[src/dtc_params.svh]
// Constants for the dual timer/counter: addresses, bit positions, reset values, timing
`ifndef DTC_PARAMS_SVH
`define DTC_PARAMS_SVH

// ==========================================
// Register addresses on the SFR bus
`define DTC_ADDR_TIMER_CONTROL 8'h88
`define DTC_ADDR_TIMER_MODE_REGISTER 8'h89
`define DTC_ADDR_TL0 8'h8A
`define DTC_ADDR_TL1 8'h8B
`define DTC_ADDR_TH0 8'h8C
`define DTC_ADDR_TH1 8'h8D

// ==========================================
// Control register bit positions
`define DTC_TIMER_CONTROL_TF1 7
`define DTC_TIMER_CONTROL_TR1 6
`define DTC_TIMER_CONTROL_TF0 5
`define DTC_TIMER_CONTROL_TR0 4
`define DTC_TIMER_CONTROL_IE1 3
`define DTC_TIMER_CONTROL_IT1 2
`define DTC_TIMER_CONTROL_IE0 1
`define DTC_TIMER_CONTROL_IT0 0

// ==========================================
// Mode register field positions, timer 1 sits one nibble up
`define DTC_TIMER_MODE_REGISTER_GATE 3
`define DTC_TIMER_MODE_REGISTER_CT 2
`define DTC_TIMER_MODE_REGISTER_M1 1
`define DTC_TIMER_MODE_REGISTER_M0 0
`define DTC_TIMER_MODE_REGISTER_T1_BASE 4

// ==========================================
// Reset values and timing
`define DTC_RST_BYTE 8'h00
`define DTC_UNMAPPED_READ 8'h00
`define DTC_MC_CLKS 4'd12
`define DTC_PIN_IDLE 4'hF
`define DTC_PIN_CNT0 0
`define DTC_PIN_CNT1 1
`define DTC_PIN_IRQ0 2
`define DTC_PIN_IRQ1 3

`endif

[src/dtc_pkg.sv]
// Types shared by the dual timer/counter modules
package dtc_pkg;

	// ==========================================
	// Operating modes, encoded as the two mode bits
	typedef enum logic [1:0] {
		DTC_MODE_13BIT = 2'b00,
		DTC_MODE_16BIT = 2'b01,
		DTC_MODE_RELOAD = 2'b10,
		DTC_MODE_SPLIT = 2'b11
	} dtc_mode_t;

	// ==========================================
	// Sampler state: synchronisers, machine-cycle counter, samples
	typedef struct packed {
		logic [3:0] sync1;
		logic [3:0] sync2;
		logic [3:0] samp;
		logic [3:0] fall;
		logic [3:0] mc;
		logic tick;
	} dtc_tick_state_t;

	// ==========================================
	// Timer block state
	typedef struct packed {
		logic [1:0][7:0] tl;
		logic [1:0][7:0] th;
		logic [7:0] timer_mode_register;
		logic [1:0] tf;
		logic [1:0] tr;
		logic [1:0] ie;
		logic [1:0] it;
		logic [7:0] rdata;
		logic baud;
	} dtc_state_t;

endpackage

[src/dtc_tick_if.sv]
// Link from the pin sampler to the timer core
interface dtc_tick_if;
	logic tick;
	logic [3:0] level;
	logic [3:0] fall;

	modport src (
		output tick,
		output level,
		output fall
	);
	modport snk (
		input tick,
		input level,
		input fall
	);
endinterface

[src/dtc_tick.sv]
// Machine-cycle generator and per-cycle pin sampler
`include "dtc_params.svh"

module dtc_tick
	import dtc_pkg::*;
(
	input wire logic ref_clk,
	input wire logic resetn,
	input wire logic [3:0] pins,
	dtc_tick_if.src tk
);

	dtc_tick_state_t q;
	dtc_tick_state_t d;

	// ==========================================
	// Next state: two-stage sync, then one sample per machine cycle
	always_comb begin
		d = q;
		d.sync1 = pins;
		d.sync2 = q.sync1;
		d.tick = 1'b0;
		d.fall = 4'h0;
		if (q.mc == `DTC_MC_CLKS - 4'd1) begin
			d.mc = 4'h0;
			d.tick = 1'b1;
			d.samp = q.sync2;
			d.fall = q.samp & ~q.sync2;
		end else begin
			d.mc = q.mc + 4'd1;
		end
	end

	// State register, pin history reset to the idle-high level so no false edge or level follows reset
	always_ff @(posedge ref_clk or negedge resetn) begin
		if (!resetn) begin
			q <= '{sync1: `DTC_PIN_IDLE, sync2: `DTC_PIN_IDLE, samp: `DTC_PIN_IDLE, fall: 4'h0, mc: 4'h0, tick: 1'b0};
		end else begin
			q <= d;
		end
	end

	// Outputs to the core
	assign tk.tick = q.tick;
	assign tk.level = q.samp;
	assign tk.fall = q.fall;
endmodule

[src/dtc_top.sv]
// Dual timer/counter with control, mode and count registers on the SFR bus
//
// Contract
// - Timer 1 overflow flag, control bit 7, set on overflow, cleared on vectoring.
// - Control bit 6 switches timer 1 on when 1, off when 0.
// - Timer 0 overflow flag, control bit 5, set on overflow, cleared on vectoring.
// - Control bit 4 starts timer 0 when 1, stops it when 0.
// - Interrupt 1 flag, bit 3: edge flag cleared on vectoring, level flag follows pin.
// - Bit 2 picks falling edge (1) or low level (0) for interrupt 1.
// - Interrupt 0 flag, bit 1: edge flag cleared on vectoring, level flag follows pin.
// - Bit 0 picks falling edge (1) or low level (0) for interrupt 0.
// - Mode 0 counts 13 bits: high byte plus low five bits as prescaler.
// - Rollover from all ones to zero sets the timer's overflow flag.
// - Count only when run bit set and gate clear or interrupt pin high.
// - Setting the run bit leaves the count registers untouched.
// - Mode 1 cascades both bytes into a 16-bit counter, no prescaler.
// - Mode 2 low byte reloads from high byte on overflow, flag set.
// - Timer 1 in mode 3 holds its count as if stopped.
// - Timer 0 mode 3: low byte own counter, high byte timed by timer 1 controls.
// - Timer 1 then runs outside mode 3, its overflow still feeds the baud pulse.
// - Mode register nibbles hold gate, counter select and two mode bits.
// - Counter select 1 counts the count pin, 0 counts machine cycles.
// - Timer function advances once per machine cycle of twelve clocks.
// - Counter function counts a high sample followed by a low sample.
`include "dtc_params.svh"

module dtc_top
	import dtc_pkg::*;
(
	input wire logic ref_clk,
	input wire logic resetn,
	input wire logic soft_reset,
	input wire logic [7:0] sfr_addr,
	input wire logic sfr_wr,
	input wire logic sfr_rd,
	input wire logic [7:0] sfr_wdata,
	output logic [7:0] sfr_rdata,
	input wire logic [1:0] timer_vector_ack,
	input wire logic [1:0] ext_irq_vector_ack,
	input wire logic count_input0_pin,
	input wire logic count_input1_pin,
	input wire logic ext_irq0_pin,
	input wire logic ext_irq1_pin,
	output logic t0_overflow_flag,
	output logic t1_overflow_flag,
	output logic ext_irq0_flag,
	output logic ext_irq1_flag,
	output logic t1_baud_pulse
);

	dtc_state_t q;
	dtc_state_t d;
	dtc_tick_if tk ();

	// ==========================================
	// Pin sampler
	dtc_tick u_tick (
		.ref_clk(ref_clk),
		.resetn(resetn),
		.pins({ext_irq1_pin, ext_irq0_pin, count_input1_pin, count_input0_pin}),
		.tk(tk.src)
	);

	// ==========================================
	// One counting step of a timer in the given mode: {overflow, high, low}
	function automatic logic [16:0] dtc_step(input dtc_mode_t mode, input logic [7:0] th, input logic [7:0] tl);
		logic [5:0] pre;
		logic [16:0] wide;
		logic [16:0] res;
		pre = {1'b0, tl[4:0]} + 6'h01;
		wide = {1'b0, th, tl} + 17'h00001;
		res = {1'b0, th, tl};
		case (mode)
			DTC_MODE_13BIT: begin
				res = {pre[5] & (th == 8'hFF), pre[5] ? th + 8'h01 : th, tl[7:5], pre[4:0]};
			end
			DTC_MODE_16BIT: begin
				res = wide;
			end
			DTC_MODE_RELOAD: begin
				res = (tl == 8'hFF) ? {1'b1, th, th} : {1'b0, th, tl + 8'h01};
			end
			DTC_MODE_SPLIT: begin
				res = {tl == 8'hFF, th, tl + 8'h01};
			end
			default: begin
				res = {1'b0, th, tl};
			end
		endcase
		return res;
	endfunction

	// ==========================================
	// Per-timer mode decode, enables and step results
	dtc_mode_t mode [2];
	logic [1:0] run_ok;
	logic [1:0] evt;
	logic [16:0] step [2];

	for (genvar i = 0; i < 2; i++) begin : g_timer
		assign mode[i] = dtc_mode_t'(q.timer_mode_register[`DTC_TIMER_MODE_REGISTER_T1_BASE * i + `DTC_TIMER_MODE_REGISTER_M1 -: 2]);
		assign run_ok[i] = q.tr[i] & (~q.timer_mode_register[`DTC_TIMER_MODE_REGISTER_T1_BASE * i + `DTC_TIMER_MODE_REGISTER_GATE] | tk.level[`DTC_PIN_IRQ0 + i]);
		assign evt[i] = q.timer_mode_register[`DTC_TIMER_MODE_REGISTER_T1_BASE * i + `DTC_TIMER_MODE_REGISTER_CT] ? tk.fall[`DTC_PIN_CNT0 + i] : tk.tick;
		assign step[i] = dtc_step(mode[i], q.th[i], q.tl[i]);
	end

	// ==========================================
	// Increment requests and overflow sources
	logic t0_split;
	logic inc0;
	logic inc1;
	logic inc_split_hi;
	logic [1:0] tf_set;
	logic t1_ovf;
	logic timer_control_wr;
	logic [7:0] timer_control_val;

	assign t0_split = (mode[0] == DTC_MODE_SPLIT);
	assign inc0 = evt[0] & run_ok[0];
	// mode switch starts timer 1, its run bit belongs to the split high byte
	assign inc1 = evt[1] & (t0_split | run_ok[1]) & (mode[1] != DTC_MODE_SPLIT);
	assign inc_split_hi = t0_split & tk.tick & q.tr[1];
	assign t1_ovf = inc1 & step[1][16];
	assign tf_set[0] = inc0 & step[0][16];
	assign tf_set[1] = t0_split ? (inc_split_hi & (q.th[0] == 8'hFF)) : t1_ovf;
	assign timer_control_wr = sfr_wr & (sfr_addr == `DTC_ADDR_TIMER_CONTROL);
	assign timer_control_val = {q.tf[1], q.tr[1], q.tf[0], q.tr[0], q.ie[1], q.it[1], q.ie[0], q.it[0]};

	// ==========================================
	// Next state
	always_comb begin
		d = q;
		d.baud = 1'b0;
		// Timer 0 counting
		if (inc0) begin
			d.tl[0] = step[0][7:0];
			if (!t0_split) begin
				d.th[0] = step[0][15:8];
			end
		end
		// Timer 0 high byte as its own timer
		if (inc_split_hi) begin
			d.th[0] = q.th[0] + 8'h01;
		end
		// Timer 1 counting
		if (inc1) begin
			d.tl[1] = step[1][7:0];
			d.th[1] = step[1][15:8];
		end
		d.baud = t1_ovf;
		// Software writes to data and mode registers win over counting
		if (sfr_wr) begin
			case (sfr_addr)
				`DTC_ADDR_TL0: d.tl[0] = sfr_wdata;
				`DTC_ADDR_TL1: d.tl[1] = sfr_wdata;
				`DTC_ADDR_TH0: d.th[0] = sfr_wdata;
				`DTC_ADDR_TH1: d.th[1] = sfr_wdata;
				`DTC_ADDR_TIMER_MODE_REGISTER: d.timer_mode_register = sfr_wdata;
				default: d.timer_mode_register = q.timer_mode_register;
			endcase
		end
		if (timer_control_wr) begin
			d.tr[1] = sfr_wdata[`DTC_TIMER_CONTROL_TR1];
			d.tr[0] = sfr_wdata[`DTC_TIMER_CONTROL_TR0];
			d.it[1] = sfr_wdata[`DTC_TIMER_CONTROL_IT1];
			d.it[0] = sfr_wdata[`DTC_TIMER_CONTROL_IT0];
		end
		d.tf[1] = (timer_control_wr ? sfr_wdata[`DTC_TIMER_CONTROL_TF1] : (q.tf[1] & ~timer_vector_ack[1])) | tf_set[1];
		d.tf[0] = (timer_control_wr ? sfr_wdata[`DTC_TIMER_CONTROL_TF0] : (q.tf[0] & ~timer_vector_ack[0])) | tf_set[0];
		if (q.it[1]) begin
			d.ie[1] = (timer_control_wr ? sfr_wdata[`DTC_TIMER_CONTROL_IE1] : (q.ie[1] & ~ext_irq_vector_ack[1]))
				| tk.fall[`DTC_PIN_IRQ1];
		end else begin
			d.ie[1] = ~tk.level[`DTC_PIN_IRQ1];
		end
		if (q.it[0]) begin
			d.ie[0] = (timer_control_wr ? sfr_wdata[`DTC_TIMER_CONTROL_IE0] : (q.ie[0] & ~ext_irq_vector_ack[0]))
				| tk.fall[`DTC_PIN_IRQ0];
		end else begin
			d.ie[0] = ~tk.level[`DTC_PIN_IRQ0];
		end
		// Read data register, one cycle after the strobe
		if (sfr_rd) begin
			case (sfr_addr)
				`DTC_ADDR_TIMER_CONTROL: d.rdata = timer_control_val;
				`DTC_ADDR_TIMER_MODE_REGISTER: d.rdata = q.timer_mode_register;
				`DTC_ADDR_TL0: d.rdata = q.tl[0];
				`DTC_ADDR_TL1: d.rdata = q.tl[1];
				`DTC_ADDR_TH0: d.rdata = q.th[0];
				`DTC_ADDR_TH1: d.rdata = q.th[1];
				default: d.rdata = `DTC_UNMAPPED_READ;
			endcase
		end
		if (soft_reset) begin
			d.tl = {2{`DTC_RST_BYTE}};
			d.th = {2{`DTC_RST_BYTE}};
			d.timer_mode_register = `DTC_RST_BYTE;
			d.tf = 2'b00;
			d.tr = 2'b00;
			d.ie = 2'b00;
			d.it = 2'b00;
			d.baud = 1'b0;
		end
	end

	// State register
	always_ff @(posedge ref_clk or negedge resetn) begin
		if (!resetn) begin
			q <= '0;
		end else begin
			q <= d;
		end
	end

	// Outputs straight from the state register
	assign sfr_rdata = q.rdata;
	assign t0_overflow_flag = q.tf[0];
	assign t1_overflow_flag = q.tf[1];
	assign ext_irq0_flag = q.ie[0];
	assign ext_irq1_flag = q.ie[1];
	assign t1_baud_pulse = q.baud;

	logic quiet;
	assign quiet = !sfr_wr && !soft_reset;
endmodule
[config.mk]
export PLATFORM = sky130hd
export DESIGN_NAME = dtc_top
export DESIGN_NICKNAME = d
export VERILOG_FILES = /design/src/dtc_pkg.sv /design/src/dtc_tick_if.sv /design/src/dtc_tick.sv /design/src/dtc_top.sv
export VERILOG_INCLUDE_DIRS = /design/src /design/src/src
export SDC_FILE = /design/constraint.sdc
export NUM_CORES = 1
export LEC_CHECK = 0
export BUFFER_PORTS_ARGS = -buffer_cell sky130_fd_sc_hd__buf_2
export CORE_ASPECT_RATIO = 2
export CORE_MARGIN = 2
export CORE_UTILIZATION = 65
export CTS_CLUSTER_SIZE = 20
export DETAILED_ROUTE_END_ITERATION = 16
export PLACE_DENSITY = 0.86
export SYNTH_ARGS = -nofsm -noshare
export SYNTH_HDL_FRONTEND = slang
export SYNTH_SLANG_ARGS = --single-unit
[constraint.sdc]
create_clock -name ref_clk -period 3.48 [get_ports ref_clk]
set_clock_uncertainty 0.2 [all_clocks]
set_input_delay 0.522 -clock ref_clk [delete_from_list [all_inputs] [get_ports ref_clk]]
set_output_delay 0.522 -clock ref_clk [all_outputs]
set_load 0.02 [all_outputs]
---- Yosys cells after proc, flatten, opt, wreduce, memory -nomap -nowiden ----
Cells that the tools add are included.
word-level totals
  register bits ........................... 78
  output and inout bits ................... 13
operators by class
  add/sub/neg operators ................... 9
  eq/ne operators ......................... 18
  mux-type cells .......................... 35
  bitwise operators ....................... 34
  reduce and logical (&&, ||, !) cells .... 6
operator list
  cell                                                                    number
  17-bit case mux with 4 select lines                                     2
  8-bit two-way mux                                                       13
  8-bit equality test (second input constant)                             10
  48-bit two-way mux                                                      1
  8-bit case mux with 6 select lines                                      1
  40-bit two-way mux                                                      1
  16-bit by 1-bit adder with 17-bit output (second input constant)        2
  17-bit two-way mux                                                      2
  8-bit by 1-bit adder with 8-bit output (second input constant)          4
  1-bit bitwise AND                                                       17
  5-bit by 1-bit adder with 6-bit output (second input constant)          2
  1-bit two-way mux                                                       11
  2-bit equality test (second input constant)                             4
  4-bit two-way mux                                                       2
  1-bit inverter                                                          8
  1-bit OR                                                                7
  2-bit nonzero test                                                      3
  4-bit by 1-bit adder with 4-bit output (second input constant)          1
  4-bit bitwise AND                                                       1
  2-bit by 1-bit equality test with 1-bit output (second input constant)  2
  4-bit equality test (second input constant)                             1
  2-bit logical NOT                                                       2
  2-bit two-way mux                                                       2
  4-bit inverter                                                          1
  other kinds (2)                                                         2

---- Longest topological paths before layout ----
  word-level depth ........................ 10
  depth in mapped cells ................... 9
  gate-level depth less buffers ........... 7

---- By module ----
Synthesis repeated with hierarchy kept, for this count alone.
unflattened totals
  cell total of the unflattened synthesis .. 562
  area total of the unflattened synthesis .. 4949.7 um2
modules (own cells, without submodules)
  module    times used  cells an instance  area each (um2)
  dtc_top   1           513                4169.0
  dtc_tick  1           49                 780.7

---- Worst setup path after synthesis ----
Ideal clock, no wire load.
  path kind ............................... input port to flip-flop
  from .................................... in sfr_addr[5]
  to ...................................... reg q[38] in the netlist's numbering
  arrival ................................. 2.076 ns
  setup slack ............................. 1.063 ns
  stages .................................. 7
  path buffers ............................ 1
  cells stage by stage .................... or4b_4 -> or3b_4 -> nor2_8 -> nand2_4 -> buf_6 -> nor2_1 -> a211oi_2
RTL lines
  item                  line            RTL
  from (decl)           dtc_top.sv:33   input wire logic [7:0] sfr_addr,
  to (signal assigned)  dtc_top.sv:209  q <= '0;
  to (signal assigned)  dtc_top.sv:211  q <= d;
  to (decl)             dtc_top.sv:51   dtc_state_t q;

==> run_results.csv <==
group,metric,value,unit
global_routing,grt_pass1_wl,21.7,mm
outcome,status,"finished clean",
flow_run,max_cap_viol_count,0,
setup_path,worst_path_max_delay_cell,"a21boi_1",
layout,fin_nets,571,
clock_network,tritoncts,"done",
floorplanning,die-area,8140,um^2
detailed_routing,wl_per_cell,21.5,um
pwr,power.share.clock,0.467,
global_routing,met1_usage,0.367,
global_routing,grt-busiest-layer,"met2",
floorplanning,ios,42,
pwr,p_per_area,390,nW/um^2
global_routing,track_usage,0.355,
clock_network,cts-root-buf,"clkbuf_16",
sta,post-route-min-period,2.64,ns
setup_path,reg2reg_slack,0.84,ns
floorplanning,die_w,64.8,um
pwr,p_sw_frac,0.246,
clock_network,clockBufferDepth,2,
pwr,p_leak,2.17,nW
yosys,avgSynthCellArea,9.16,um^2
layout,drive_gt1_frac,0.192,
detailed_routing,vias,4422,
detailed_routing,drt-total-wl,13.7,mm
setup_path,path_cells,"nand2_1 > a21boi_1 > a211oi_2 > and3_1 > a2bb2oi_1 > o32ai_1",
placement,gp_congestion,0.991,
global_routing,antenna_found_initial,0,
clock_network,cts.repair.resized,0,
pwr,power.net_switching,0.501,mW
clock_network,cts_buffers,9,
clock_network,h-tree-depth,3,
detailed_routing,drcViolationCount,0,
yosys,synthesis.nets,559,
layout,areaGrowthSynthToFinish,8.72,%
floorplanning,start_util,0.667,
pwr,p_int,1.54,mW
detailed_routing,viasPerCell,6.97,
clock_network,clk_pin_slew,0.06,ns
clock_network,clock-sinks,78,
sta,worst_slew_pin_slew,1.02,ns
global_routing,grt_util_met3,0.0920,
setup_path,critical_path_arrival,2.65,ns
yosys,synth-main-ff-cell,"dfrtp_1",
placement,placedCellCount,618,
sta,hold_viol_final,0,
pwr,max-vdd-ir-drop,368,uV
hold_path,hp-class,"in -> reg",
yosys,synthArstFlopShare,1.00,
pwr,combPwrFrac,0.068,
setup_path,slowest_delay,0.55,ns
layout,n_antenna_cell,0,
yosys,yosysSeqAreaShare,0.409,
detailed_routing,drt-pass1-iter-count,5,
global_routing,grt_pass1_vias,4336,
sta,finalMaxSlewViolations,0,
sta,setup_viol,0,
placement,port_buffers,41,
placement,post-dp-hpwl,9.69,mm
yosys,synth_seq_cells,78,
floorplanning,core,7210,um^2
clock_network,clk_latency,0.34,ns
sta,period_share,0.757,
pwr,seqPwrFrac,0.465,
yosys,synth-edff-count,0,
clock_network,cts_hold_buf,0,
setup_path,end_kind,"register",
detailed_routing,drt-initial-drc-count,447,
floorplanning,die_h,126,um
setup_path,critical_path_peak_fanout,14,
yosys,synth.distinct_cells,69,
layout,final_cells,634,
floorplanning,fp-row-count,44,
global_routing,grt_max_degree,79,
pwr,power,2.04,mW
detailed_routing,ant_nets,0,
global_routing,overflow,0,
clock_network,post-cts-setup-buffer-count,0,
setup_path,worstSetupPathType,"reg -> reg",
setup_path,start_kind,"register",
sta,fmax,379,MHz
yosys,syn_area,4810,um^2
sta,finalSetupTns,0,ns
yosys,yosys_warnings,0,
layout,nFillCells,544,
global_routing,use_met2,0.596,
setup_path,worstPathRequired,3.49,ns
sta,relSlewSlack,0.319,
yosys,postSynthCellCount,525,
sta,rsz0062_at_grt,"no",
## layout make-up
class,count,area [um^2],area share
Clock buffer,10,229,0.0438
Clock inverter,6,71.3,0.0136
Inverter,10,37.5,0.00718
Multi-Input combinational cell,396,2590,0.496
Sequential cell,78,1970,0.376
Tap cell,92,115,0.0220
Timing Repair Buffer,42,215,0.0412
## stage by stage
step	instance area [um^2]	worst slack, ns	hold WS [ns]	utilization
floorplan	4810	1.06	0.0264	-
global placement	4930	0.701	0.146	0.683
detailed placement	4930	0.623	0.149	0.683
CTS	5230	0.928	0.0707	0.725
global route	5230	0.739	0.0687	0.725
finish	5230	0.845	0.0759	0.725
## final timing paths
kind / from / to / cells after the start
setup reg to reg: mode[2] / q[51] / 6
max in group asynchronous: resetn / sfr_rdata[3] / 1
setup / recovery: mode[2] / q[51] / 6
min in group asynchronous: resetn / t1_baud_pulse / 1
hold / removal: count_input0_pin / u_tick.d[13] / 1
hold reg to reg: u_tick.d[14] / u_tick.q[14] / 0
## routing by layer
metal / vias up / routed length [um]
li1: 1934 / -
met1: 2096 / 4500
met2: 285 / 6800
met3: 107 / 1160
met4: 0 / 1200
met5: - / 0
## sequential cells by signal, summed over array words and instances, names as in the netlist, 4 cells and up
signal           flops
sfr_rdata            8
q                   40
u_tick.q             8
mode                 4
u_tick.tk.fall       4
u_tick.tk.level      4
u_tick.d             4
## power by group through the flow
stage	sequential (mW)	clock, mW	combinational [mW]
after global placement	0.963	0	0.134
after global routing	0.950	0.990	0.151
final	0.949	0.952	0.139
after floorplan	0.956	0	0.0857
after detailed placement	0.964	0	0.136
after CTS	0.948	0.960	0.137
## synthesized netlist by cell type (all sizes together) (3+ instances only)
| master | number | area (um^2) |
|---|---|---|
| and3 | 14 | 87.6 |
| and4 | 6 | 52.6 |
| or2 | 4 | 25.0 |
| inv | 10 | 37.5 |
| nor3b | 8 | 75.1 |
| ha | 5 | 62.6 |
| o211ai | 5 | 37.5 |
| nand4 | 6 | 52.6 |
| nand2b | 11 | 68.8 |
| a22oi | 10 | 75.1 |
| a21oi | 41 | 205 |
| o32ai | 4 | 35.0 |
| buf | 19 | 128 |
| xnor2 | 7 | 61.3 |
| o22ai | 6 | 37.5 |
| a211oi | 14 | 145 |
| mux2i | 9 | 90.1 |
| nand3b | 3 | 22.5 |
| and4b | 3 | 30.0 |
| nor4 | 3 | 40.0 |
| nand4b | 6 | 52.6 |
| nor2 | 50 | 204 |
| a31oi | 15 | 93.8 |
| nand3 | 21 | 105 |
| dfrtp | 66 | 1650 |
| mux2 | 4 | 45.0 |
| nand2 | 76 | 293 |
| o21ai | 16 | 80.1 |
| a21boi | 3 | 22.5 |
| xor2 | 9 | 78.8 |
| clkbuf | 22 | 83.8 |
| mux4 | 6 | 135 |
| dfstp | 12 | 315 |
## worst max-delay path: cells and delay by family, from the launching register on
| family | cells | cell delay [ns] |
|---|---|---|
| AND/OR/NAND/NOR | 2 | 0.45 |
| flip-flops | 1 | 0.54 |
| AO/OA/AOI/OAI | 4 | 1.31 |
## layout by cell type, fill, tap and decap left out, types with 7 or more instances in the layout
cell,Yosys,routed
and3_1,14,14
buf_2,6,40
nor2_1,49,49
nand2b_1,11,11
mux2i_1,9,9
dfstp_2,12,12
clkbuf_16,0,9
a22oi_1,10,10
o21ai_0,16,16
nand2_1,75,75
inv_1,10,10
dfrtp_1,66,66
a211oi_2,8,8
xor2_1,9,9
a21oi_1,41,41
nand3_1,21,21
a31oi_1,15,15
xnor2_1,7,7
## kinds of logic after synthesis
group	Yosys count	synth area share
flip-flops	78	0.409
multiplexers	19	0.0562
XOR/XNOR	16	0.0292
buffers and inverters	51	0.0518
AO/OA/AOI/OAI	133	0.191
adder cells (fa/ha/maj)	5	0.0130
AND/OR/NAND/NOR	223	0.250
Note: power is estimated with default switching activity, not from simulation.
